`src/verilog/sbc_pkg.sv`:
```
`default_nettype none
// ============================================================
// Serial link and watchdog-and-status register constants
package sbc_pkg;
  // Frame layout
  localparam logic [4:0] SBC_FRAME_BITS   = 5'h10;
  localparam logic [4:0] SBC_HDR_ADDR_BITS = 5'h03;
  localparam logic [4:0] SBC_CNT_MAX      = 5'h1f;
  localparam int         SBC_ADDR_HI      = 15;
  localparam int         SBC_ADDR_LO      = 13;
  localparam int         SBC_RO_BIT       = 12;
  // Register addresses
  localparam logic [2:0] SBC_ADDR_WDOG    = 3'h0;
  localparam logic [2:0] SBC_ADDR_MODE    = 3'h1;
  localparam logic [2:0] SBC_ADDR_INTCTL  = 3'h2;
  localparam logic [2:0] SBC_ADDR_INTSTAT = 3'h3;
  // Watchdog-and-status fields
  localparam int         SBC_MODE_BIT     = 11;
  localparam int         SBC_PERIOD_HI    = 10;
  localparam int         SBC_PERIOD_LO    = 8;
  localparam int         SBC_WOFF_BIT     = 7;
  localparam int         SBC_MAINLOW_BIT  = 6;
  localparam int         SBC_XCVRLOW_BIT  = 5;
  localparam int         SBC_WAKE_INPUT_ONE_BIT    = 4;
  localparam int         SBC_WAKE_INPUT_TWO_BIT    = 3;
  localparam logic [2:0] SBC_RSVD_VAL     = 3'h0;
  // Reset values
  localparam logic       SBC_MODE_RST     = 1'b0;
  localparam logic [2:0] SBC_PERIOD_RST   = 3'h4;
  // Synchronised pin indices
  localparam int         SBC_PIN_SCLK     = 0;
  localparam int         SBC_PIN_SEL_N    = 1;
  localparam int         SBC_PIN_SDI      = 2;
  localparam int         SBC_PIN_WOFF     = 3;
  localparam int         SBC_PIN_MAINLOW  = 4;
  localparam int         SBC_PIN_XCVRLOW  = 5;
  localparam int         SBC_PIN_WAKE_INPUT_ONE    = 6;
  localparam int         SBC_PIN_WAKE_INPUT_TWO    = 7;
  localparam int         SBC_NUM_PINS     = 8;
  // Idle level of each pin after reset: select high, rest low
  localparam logic [7:0] SBC_PIN_IDLE     = 8'h02;

  typedef enum logic {SBC_IDLE, SBC_FRAME} sbc_state_t;
endpackage
`default_nettype wire

```
`src/verilog/sbc_pins_if.sv`:
```
`timescale 1ns/1ps
`default_nettype none
// ============================================================
// Raw pins in, filtered levels and edges out
interface sbc_pins_if;
  import sbc_pkg::*;
  logic [SBC_NUM_PINS-1:0] raw;
  logic [SBC_NUM_PINS-1:0] level;
  logic [SBC_NUM_PINS-1:0] rise;
  logic [SBC_NUM_PINS-1:0] fall;
  modport syncer (input raw, output level, rise, fall);
  modport user   (output raw, input level, rise, fall);
endinterface
`default_nettype wire

```
`src/verilog/sbc_pin_sync.sv`:
```
`timescale 1ns/1ps
`default_nettype none
// ============================================================
// Three-stage synchroniser with agreement filter per pin
module sbc_pin_sync (
  input  wire logic      clk,
  input  wire logic      reset,
  sbc_pins_if.syncer     pins
);
  import sbc_pkg::*;

  genvar i;
  generate
    for (i = 0; i < SBC_NUM_PINS; i++) begin : g_pin
      logic s1_q;
      logic s2_q;
      logic s3_q;
      logic lvl_q;
      logic lvl_d;

      // Only the second stage reads the first, to keep metastability contained
      always_ff @(posedge clk) begin
        if (reset) begin
          s1_q  <= SBC_PIN_IDLE[i];
          s2_q  <= SBC_PIN_IDLE[i];
          s3_q  <= SBC_PIN_IDLE[i];
          lvl_q <= SBC_PIN_IDLE[i];
        end else begin
          s1_q  <= pins.raw[i];
          s2_q  <= s1_q;
          s3_q  <= s2_q;
          lvl_q <= lvl_d;
        end
      end

      // A change counts once stages two and three agree
      assign lvl_d        = (s2_q == s3_q) ? s3_q : lvl_q;
      assign pins.level[i] = lvl_q;
      assign pins.rise[i]  = lvl_d & ~lvl_q;
      assign pins.fall[i]  = ~lvl_d & lvl_q;
    end
  endgenerate
endmodule
`default_nettype wire

```
`src/verilog/sbc_spi_status.sv`:
```
`timescale 1ns/1ps
`default_nettype none
// Behaviour
// RULE1 - Status shifts out while control shifts in
// RULE2 - Read-only access leaves register unchanged
// RULE3 - Select active low frames every transfer
// RULE4 - Host keeps serial clock low when idle
// RULE5 - Data output floats while select high
// RULE6 - Sample on falling, shift on rising
// RULE7 - First three bits address, MSB first
// RULE8 - Bit 12 set means read-only access
// RULE9 - Address 000 selects watchdog-and-status register
// RULE10 - Mode bit picks watchdog behaviour per mode
// RULE11 - Period field three bits, resets to 100
// RULE12 - Bit 7 shows pin disable; writing 1 resets
// RULE13 - Bit 6 flags main regulator undervoltage
// RULE14 - Bit 5 flags transceiver regulator undervoltage
// RULE15 - Bits 4, 3 show wake input levels
// RULE16 - Only complete 16-bit frames commit writes
// RULE17 - Reserved bits and address read constant
module sbc_spi_status (
  input  wire logic       clk,
  input  wire logic       reset,
  input  wire logic       sclk,
  input  wire logic       serial_select_n,
  input  wire logic       sdi,
  output logic            sdo,
  output logic            sdo_oe,
  input  wire logic       wdog_disable_pin,
  input  wire logic       main_reg_low,
  input  wire logic       xcvr_reg_low,
  input  wire logic       wake_input_one,
  input  wire logic       wake_input_two,
  output logic            wdog_mode_sel,
  output logic [2:0]      wdog_period_sel,
  output logic            wdog_off,
  output logic            sw_reset_req
);
  import sbc_pkg::*;

  // ============================================================
  // Pin synchronisation
  sbc_pins_if pins ();

  assign pins.raw[SBC_PIN_SCLK]    = sclk;
  assign pins.raw[SBC_PIN_SEL_N]   = serial_select_n;
  assign pins.raw[SBC_PIN_SDI]     = sdi;
  assign pins.raw[SBC_PIN_WOFF]    = wdog_disable_pin;
  assign pins.raw[SBC_PIN_MAINLOW] = main_reg_low;
  assign pins.raw[SBC_PIN_XCVRLOW] = xcvr_reg_low;
  assign pins.raw[SBC_PIN_WAKE_INPUT_ONE]   = wake_input_one;
  assign pins.raw[SBC_PIN_WAKE_INPUT_TWO]   = wake_input_two;

  sbc_pin_sync u_sync (
    .clk   (clk),
    .reset (reset),
    .pins  (pins)
  );

  logic selected;
  logic sel_start;
  logic sel_end;
  logic sclk_fall;
  logic sclk_rise;

  // Serial activity only counts inside a selected frame
  assign selected  = ~pins.level[SBC_PIN_SEL_N];                        // RULE3
  assign sel_start = pins.fall[SBC_PIN_SEL_N];                          // RULE3
  assign sel_end   = pins.rise[SBC_PIN_SEL_N];                          // RULE3
  // Host idles the clock low, so the first edge in a frame is a rise
  assign sclk_fall = pins.fall[SBC_PIN_SCLK] & selected;                // RULE6 RULE4
  assign sclk_rise = pins.rise[SBC_PIN_SCLK] & selected;                // RULE6

  // ============================================================
  // Frame state
  sbc_state_t state_q;

  always_ff @(posedge clk) begin
    if (reset) begin
      state_q <= SBC_IDLE;
    end else begin
      case (state_q)
        SBC_IDLE: begin
          if (sel_start) begin
            state_q <= SBC_FRAME;
          end
        end
        SBC_FRAME: begin
          if (sel_end) begin
            state_q <= SBC_IDLE;
          end
        end
        default: begin
          state_q <= SBC_IDLE;
        end
      endcase
    end
  end

  // ============================================================
  // Receive path: bit counter and input shifter
  logic [4:0]  cnt_q;
  logic [15:0] rx_q;
  logic [15:0] rx_d;

  assign rx_d = {rx_q[14:0], pins.level[SBC_PIN_SDI]};

  // Counter saturates so an overlong frame can never alias to 16
  always_ff @(posedge clk) begin
    if (reset) begin
      cnt_q <= 5'h00;
    end else if (sel_start) begin
      cnt_q <= 5'h00;
    end else if (sclk_fall && state_q == SBC_FRAME && cnt_q != SBC_CNT_MAX) begin
      cnt_q <= cnt_q + 5'h01;
    end
  end

  // Bits arrive most significant first
  always_ff @(posedge clk) begin
    if (reset) begin
      rx_q <= 16'h0000;
    end else if (sel_start) begin
      rx_q <= 16'h0000;
    end else if (sclk_fall && state_q == SBC_FRAME) begin
      rx_q <= rx_d;                                                     // RULE6 RULE7
    end
  end

  // ============================================================
  // Watchdog-and-status register storage
  logic       mode_q;
  logic [2:0] period_q;
  logic       swr_q;
  logic       commit;
  logic [2:0] rx_addr;
  logic       rx_ro;

  assign rx_addr = rx_q[SBC_ADDR_HI:SBC_ADDR_LO];                       // RULE7
  assign rx_ro   = rx_q[SBC_RO_BIT];                                    // RULE8
  // Commit at select release, exact length, own address, write access
  assign commit  = sel_end && state_q == SBC_FRAME && cnt_q == SBC_FRAME_BITS
                   && rx_addr == SBC_ADDR_WDOG && !rx_ro;               // RULE16 RULE9 RULE8 RULE2

  always_ff @(posedge clk) begin
    if (reset) begin
      mode_q   <= SBC_MODE_RST;
      period_q <= SBC_PERIOD_RST;                                       // RULE11
    end else if (commit) begin
      mode_q   <= rx_q[SBC_MODE_BIT];                                   // RULE10
      period_q <= rx_q[SBC_PERIOD_HI:SBC_PERIOD_LO];                    // RULE11
    end
  end

  // A written 1 in the disable bit requests a one-cycle software reset
  always_ff @(posedge clk) begin
    if (reset) begin
      swr_q <= 1'b0;
    end else begin
      swr_q <= commit & rx_q[SBC_WOFF_BIT];                             // RULE12
    end
  end

  assign wdog_mode_sel   = mode_q;                                      // RULE10
  assign wdog_period_sel = period_q;
  assign sw_reset_req    = swr_q;

  // Registered pin level, independent of the mode bit; the watchdog engine reads this
  always_ff @(posedge clk) begin
    if (reset) begin
      wdog_off <= 1'b0;
    end else begin
      wdog_off <= pins.level[SBC_PIN_WOFF];                             // RULE12
    end
  end

  // ============================================================
  // Reply word for the addressed register
  logic [12:0] reply;

  // Registers outside this block answer with zero data
  always_comb begin
    reply = 13'h0000;
    if (rx_d[2:0] == SBC_ADDR_WDOG) begin                               // RULE9
      reply[SBC_MODE_BIT]                  = mode_q;
      reply[SBC_PERIOD_HI:SBC_PERIOD_LO]   = period_q;
      reply[SBC_WOFF_BIT]                  = pins.level[SBC_PIN_WOFF];  // RULE12
      reply[SBC_MAINLOW_BIT]               = pins.level[SBC_PIN_MAINLOW]; // RULE13
      reply[SBC_XCVRLOW_BIT]               = pins.level[SBC_PIN_XCVRLOW]; // RULE14
      reply[SBC_WAKE_INPUT_ONE_BIT]                 = pins.level[SBC_PIN_WAKE_INPUT_ONE];  // RULE15
      reply[SBC_WAKE_INPUT_TWO_BIT]                 = pins.level[SBC_PIN_WAKE_INPUT_TWO];  // RULE15
      reply[2:0]                           = SBC_RSVD_VAL;              // RULE17
    end
  end

  // ============================================================
  // Transmit path
  // Header bits go out as the watchdog register's fixed address, since
  // the address is not known until the third bit is in. The reply is
  // loaded on that third sample, ahead of the rise that shows bit 12.
  logic [15:0] tx_q;

  always_ff @(posedge clk) begin
    if (reset) begin
      tx_q <= 16'h0000;
    end else if (sel_start) begin
      tx_q <= {SBC_ADDR_WDOG, 13'h0000};                                // RULE17
    end else if (sclk_fall && state_q == SBC_FRAME
                 && cnt_q == SBC_HDR_ADDR_BITS - 5'h01) begin
      // Keep the bit on the line; reply bit 12 is next out, bit 0 is last
      tx_q <= {tx_q[15], reply, 2'b00};                                 // RULE1
    end else if (sclk_rise && state_q == SBC_FRAME) begin
      tx_q <= {tx_q[14:0], 1'b0};                                       // RULE6 RULE1
    end
  end

  // Drive only inside a selected frame
  assign sdo    = tx_q[15];
  assign sdo_oe = selected && state_q == SBC_FRAME;                     // RULE5
endmodule
`default_nettype wire

```
`config.mk`:
```
export PLATFORM = sky130hd
export DESIGN_NAME = sbc_spi_status
export DESIGN_NICKNAME = d
export VERILOG_FILES = /design/src/verilog/sbc_pkg.sv /design/src/verilog/sbc_pins_if.sv /design/src/verilog/sbc_pin_sync.sv /design/src/verilog/sbc_spi_status.sv
export SDC_FILE = /design/constraint.sdc
export NUM_CORES = 1
export LEC_CHECK = 0
export ABC_AREA = 1
export BUFFER_PORTS_ARGS = -buffer_cell sky130_fd_sc_hd__buf_4
export CORE_ASPECT_RATIO = 2
export CORE_MARGIN = 2
export CORE_UTILIZATION = 45
export CTS_CLUSTER_SIZE = 25
export DETAILED_ROUTE_END_ITERATION = 10
export GPL_TIMING_DRIVEN = 0
export PLACE_DENSITY = 0.64
export RECOVER_POWER = 100
export REMOVE_ABC_BUFFERS = 1
export SLEW_MARGIN = 10
export SYNTH_ARGS = -nofsm -noshare
export SYNTH_HDL_FRONTEND = slang
export SYNTH_SLANG_ARGS = --single-unit
export TNS_END_PERCENT = 50
```
`constraint.sdc`:
```
create_clock -name clk -period 2.1 [get_ports clk]
set_clock_uncertainty 0.1 [all_clocks]
set_input_delay 0.42 -clock clk [delete_from_list [all_inputs] [get_ports clk]]
set_output_delay 0.42 -clock clk [all_outputs]
set_load 0.03 [all_outputs]
```
Word-level counts from Yosys, hierarchy flattened
Index checks and enable logic that the tools add are counted.
{"block": "classes", "n_addsub": 1, "n_mul": 0, "n_div": 0, "n_lt_le_gt_ge": 0, "n_eq_ne": 11, "shifts": 0, "n_mux": 8, "bitwise": 13, "n_reduce_logical": 16}
{"op": "$mux 14", "n": 2}
{"op": "$mux 12", "n": 1}
{"op": "$logic_and 1x1->1", "n": 9}
{"op": "$eq 1x1->1", "n": 8}
{"op": "$and 1x1->1", "n": 7}
{"op": "$logic_not 3->1", "n": 2}
{"op": "$not 1->1", "n": 6}
{"op": "$add 5x1->5 const B", "n": 1}
{"op": "$eq 5x2->1 const B", "n": 1}
{"op": "$eq 5x5->1 const B", "n": 1}
{"op": "$ne 5x5->1 const B", "n": 1}
{"op": "$mux 1", "n": 4}
{"op": "$reduce_or 3->1", "n": 1}
{"op": "$pmux 1 s2", "n": 1}
{"op": "$reduce_and 2->1", "n": 1}
{"op": "$reduce_bool 2->1", "n": 1}
{"op": "$reduce_or 2->1", "n": 1}
{"op": "$logic_not 1->1", "n": 1}
{"block": "totals", "regBits": 74, "latchBits": 0, "ram_bits": 0, "romBits": 0, "in_bits": 10, "output_inout_bits": 8, "word_cells": 91, "mem_count": 0}

Longest topological paths before layout
{"block": "logic_depth", "ltp_word": 9, "depth_mapped": 10, "depth_no_buf": 10}

Cells and area by module
A second synthesis with hierarchy kept.
{"block": "unflattened", "cells_unflattened": 390, "area_unflattened_um2": 2857.7}
{"mod": "sbc_spi_status", "instances": 1, "cells_per_inst": 227, "area_each_um2": 1669.1, "seq_area_each_um2": 780.7}
{"mod": "sbc_pin_sync", "instances": 1, "cells_per_inst": 163, "area_each_um2": 1188.6, "seq_area_each_um2": 640.6}

Worst setup path before layout
OpenSTA, ideal clock, no wires.
{"block": "synth_path", "path_type": "flip-flop to flip-flop", "from": "reg cnt_q[0]", "to": "reg tx_q[13]", "setup_ns": 0.109, "t_arrival_ns": 1.235, "required_time_ns": 1.891, "path_slack_ns": 0.656, "stages_incl_launch_ff": 11, "path_buffers": 1, "period_less_slack_ns": 1.444, "cell_sequence": "dfxtp_1 > inv_1 > ha_1 > nand2_1 > nor2_4 > nand2_4 > buf_6 > nand3_1 > nand3_1 > nand2_1 > inv_1"}
{"block": "synth_via", "elab_chain_cells": 3, "elab_cells_between_ends": 4, "classes_between": "eq/ne: 1; mux: 1; reduce/logical: 2"}
{"element": "from (decl)", "line_no": "sbc_spi_status.sv:102", "text": "logic [4:0] cnt_q;"}
{"element": "from (signal assigned)", "line_no": "sbc_spi_status.sv:115", "text": "cnt_q <= cnt_q + 5'h01;"}
{"element": "$eq 5x2->1 (*)", "line_no": "sbc_spi_status.sv:209", "text": "&& cnt_q == SBC_HDR_ADDR_BITS - 5'h01) begin"}
{"element": "$logic_and 1x1->1 (*)", "line_no": "sbc_spi_status.sv:209"}
{"element": "$mux 14 / $reduce_bool 2->1 (equally long branches)"}
{"element": "to (signal assigned)", "line_no": "sbc_spi_status.sv:207", "text": "tx_q <= {SBC_ADDR_WDOG, 13'h0000};"}
{"element": "to (signal assigned)", "line_no": "sbc_spi_status.sv:211", "text": "tx_q <= {tx_q[15], reply, 2'b00};"}
{"element": "to (signal assigned)", "line_no": "sbc_spi_status.sv:213", "text": "tx_q <= {tx_q[14:0], 1'b0};"}
{"element": "to (decl)", "line_no": "sbc_spi_status.sv:201", "text": "logic [15:0] tx_q;"}
Mark *: on every way between the ends. The rest lies on a longest branch, timed or not.
A chain may end at the register's enable or synchronous reset.

Final worst setup path
{"block": "layout_path", "from": "reg state_q", "to": "out sdo_oe"}
{"block": "layout_via", "elab_chain_cells": 1}
{"element": "from (decl)", "line_no": "sbc_spi_status.sv:76", "text": "sbc_state_t state_q;"}
{"element": "from (signal assigned)", "line_no": "sbc_spi_status.sv:80", "text": "state_q <= SBC_IDLE;"}
{"element": "from (signal assigned)", "line_no": "sbc_spi_status.sv:85", "text": "state_q <= SBC_FRAME;"}
{"element": "from (signal assigned)", "line_no": "sbc_spi_status.sv:90", "text": "state_q <= SBC_IDLE;"}
{"element": "$logic_and 1x1->1", "line_no": "sbc_spi_status.sv:219", "text": "assign sdo_oe = selected && state_q == SBC_FRAME;"}
{"element": "to (decl)", "line_no": "sbc_spi_status.sv:28", "text": "output logic sdo_oe,"}
No other way between the ends.

==> results.py <==
metrics = {
    "pwr": {
        "powerDensity_nw_per_um2": 905,
        "p_leak_nw": 1.27,
        "irDropWorstVdd_v": 0.000692,
    },
    "timing": {
        "finalMaxSlewViolations": 0,
        "finalCritPeriodShare_pct": 86.1,
        "setup_viol": 0,
        "fin_crit_ns": 1.81,
        "grt_setup_unrepaired": "false",
        "setup-tns-final_ns": 0,
        "hold_viol_final": 0,
        "max_slew_margin_pct": 54.4,
        "fmaxAchievable_mhz": 553,
        "tightest_slew_ns": 0.684,
    },
    "clock_tree": {
        "cts_made_buffers": 9,
        "cts.sinks": 71,
        "htreeDepth": 3,
        "ctsHoldBuffers": 0,
        "postCtsSetupBuffers": 0,
        "cts.clk_slew.worst_paths_ns": 0.05,
        "clock_latency_ns": 0.32,
        "root_buffer": "clkbuf_16",
        "cts_resized": 0,
        "ctsLongestPathBuffers": 2,
        "cts_tree": "yes",
    },
    "route": {
        "routed_wl_um": 4790,
        "drtIter0Drc": 89,
        "drtAntennaViolNets": 0,
        "vias": 2114,
        "post_drt_wl_per_cell_um": 11.3,
        "drc": 0,
        "first_pass_iters": 4,
        "via_per_inst": 5.00,
    },
    "finish": {
        "final_cells": 423,
        "antenna_cells": 0,
        "layout_common_cells": "dfxtp_1, inv_1, nor2_1",
        "final_common_cell": "dfxtp_1",
        "fin_nets": 369,
        "fill_cells": 610,
        "drive_gt1_share_pct": 12.2,
        "finish.utilization_pct": 51.9,
        "syn2layout_area_growth_pct": 11.7,
    },
    "floorplanning": {
        "core_area_um2": 5960,
        "initial_core_util_pct": 46.5,
        "dieArea_um2": 6840,
        "rows": 40,
        "die_y_um": 115,
        "die_w_um": 59.5,
        "ios": 18,
    },
    "worst_setup_path": {
        "path_max_fanout": 4,
        "path_cells": "inv_2 > nor2_1 > buf_4",
        "worstSetupPathType": "flip-flop to primary output",
        "cp-start-kind": "flip-flop",
        "r2r_start": "cnt_q[0]",
        "crit_start": "state_q",
        "cpLargestDelayFamily": "flip-flops",
        "worstPathArrival_ns": 1.29,
        "path_buf_inv": 2,
        "cp_slowest_stage_delay_ns": 0.40,
        "crit_required_ns": 1.58,
        "setup.worst_path.end_class": "primary output",
        "cp_slowest_cell": "dfxtp_1",
    },
    "grt": {
        "grt_pass1_vias": 1958,
        "grt_first_pass_wirelength_um": 8470,
        "grt_start_max_net_pins": 30,
        "grt_overflow": 0,
        "grt.total_usage_pct": 16.7,
        "antenna_found_initial": 0,
    },
    "run": {
        "maxCapViolCount": 0,
    },
    "synth": {
        "netlist_area_um2": 2770,
        "yosysSeqAreaShare_pct": 51.3,
        "syn_area_per_cell_um2": 8.20,
        "synth_cells": 338,
        "ys_ff_latch": 71,
        "yosys_warnings": 0,
        "ys_types": 26,
    },
    "place": {
        "port_buffers": 17,
        "dp.cells": 407,
        "gp_congestion": 0.751,
        "dp_hpwl_um": 3340,
    },
    "hold_path": {
        "hold_class": "input pin to flip-flop",
        "hp-start": "serial_select_n",
    },
    "status": {
        "status": "finished, final reports clean",
    },
}
## power by group
part / leakage [nW] / internal (mW) / switching (mW)
Combinational: 0.566 / 0.0243 / 0.0401
Sequential: 0.576 / 1.37 / 0.00755
Clock: 0.132 / 0.828 / 0.533
## cell families after synthesis
group                    count (synthesis)  share of synthesized area (%)
AO/OA/AOI/OAI                           58                           12.4
AND/OR/NAND/NOR                        132                           23.3
buffers and inverters                   73                           11.2
adder cells (fa/ha/maj)                  4                           1.81
flip-flops                              71                           51.3
## worst paths after layout
kind,to,slack [ns],depth (start not counted)
worst min-delay path,u_sync.g_pin[1].s1_q,0.18,2
worst max register to register,wdog_mode_sel,0.36,7
worst min register to register,u_sync.g_pin[0].s2_q,0.30,2
worst max-delay path,sdo_oe,0.29,3
## Yosys cell counts, drive strengths merged
cell type | count | area, um^2
dfxtp | 71 | 1420
inv | 62 | 235
nor2 | 52 | 236
nand2 | 41 | 169
a21oi | 28 | 140
nand3 | 24 | 145
o21ai | 23 | 115
buf | 8 | 63.8
a211oi | 7 | 87.6
nand4 | 7 | 50.1
ha | 4 | 50.1
nor3 | 4 | 20.0
or2 | 4 | 25.0
clkbuf | 3 | 11.3
## stage by stage
stage | power (mW) | hold slack, ns | setup WS (ns) | instance area (um^2)
after floorplan | 1.44 | 0.288 | 0.685 | 2700
after global placement | 1.47 | 0.290 | 0.470 | 2900
after detailed placement | 1.47 | 0.292 | 0.421 | 2900
after CTS | 2.85 | 0.165 | 0.416 | 3180
after global routing | 2.92 | 0.166 | 0.177 | 3090
final | 2.80 | 0.180 | 0.291 | 3090
## flip-flops by register name, indices dropped and copies added, names as in the netlist
signal	cells
rx_q	16
tx_q	11
u_sync.g_pin.lvl_q	8
u_sync.g_pin.s1_q	8
u_sync.g_pin.s2_q	8
u_sync.g_pin.s3_q	8
cnt_q	5
wdog_period_sel	3
state_q	1
sw_reset_req	1
wdog_mode_sel	1
wdog_off	1
## layer usage
layer	global-route usage, %	vias up	wire length [um]
li1	-	1098	-
met1	17.4	980	2010
met2	28.4	27	2520
met3	5.40	9	141
met4	9.09	0	123
met5	0	-	0
## final cells by class
cell class | count | area, um^2 | area share (%)
Clock buffer | 11 | 243 | 7.85
Clock inverter | 5 | 33.8 | 1.09
Inverter | 62 | 235 | 7.61
Multi-Input combinational cell | 194 | 980 | 31.7
Sequential cell | 71 | 1420 | 46.0
Tap cell | 63 | 78.8 | 2.55
Timing Repair Buffer | 17 | 101 | 3.28
Power figures use the tool's default switching activity.
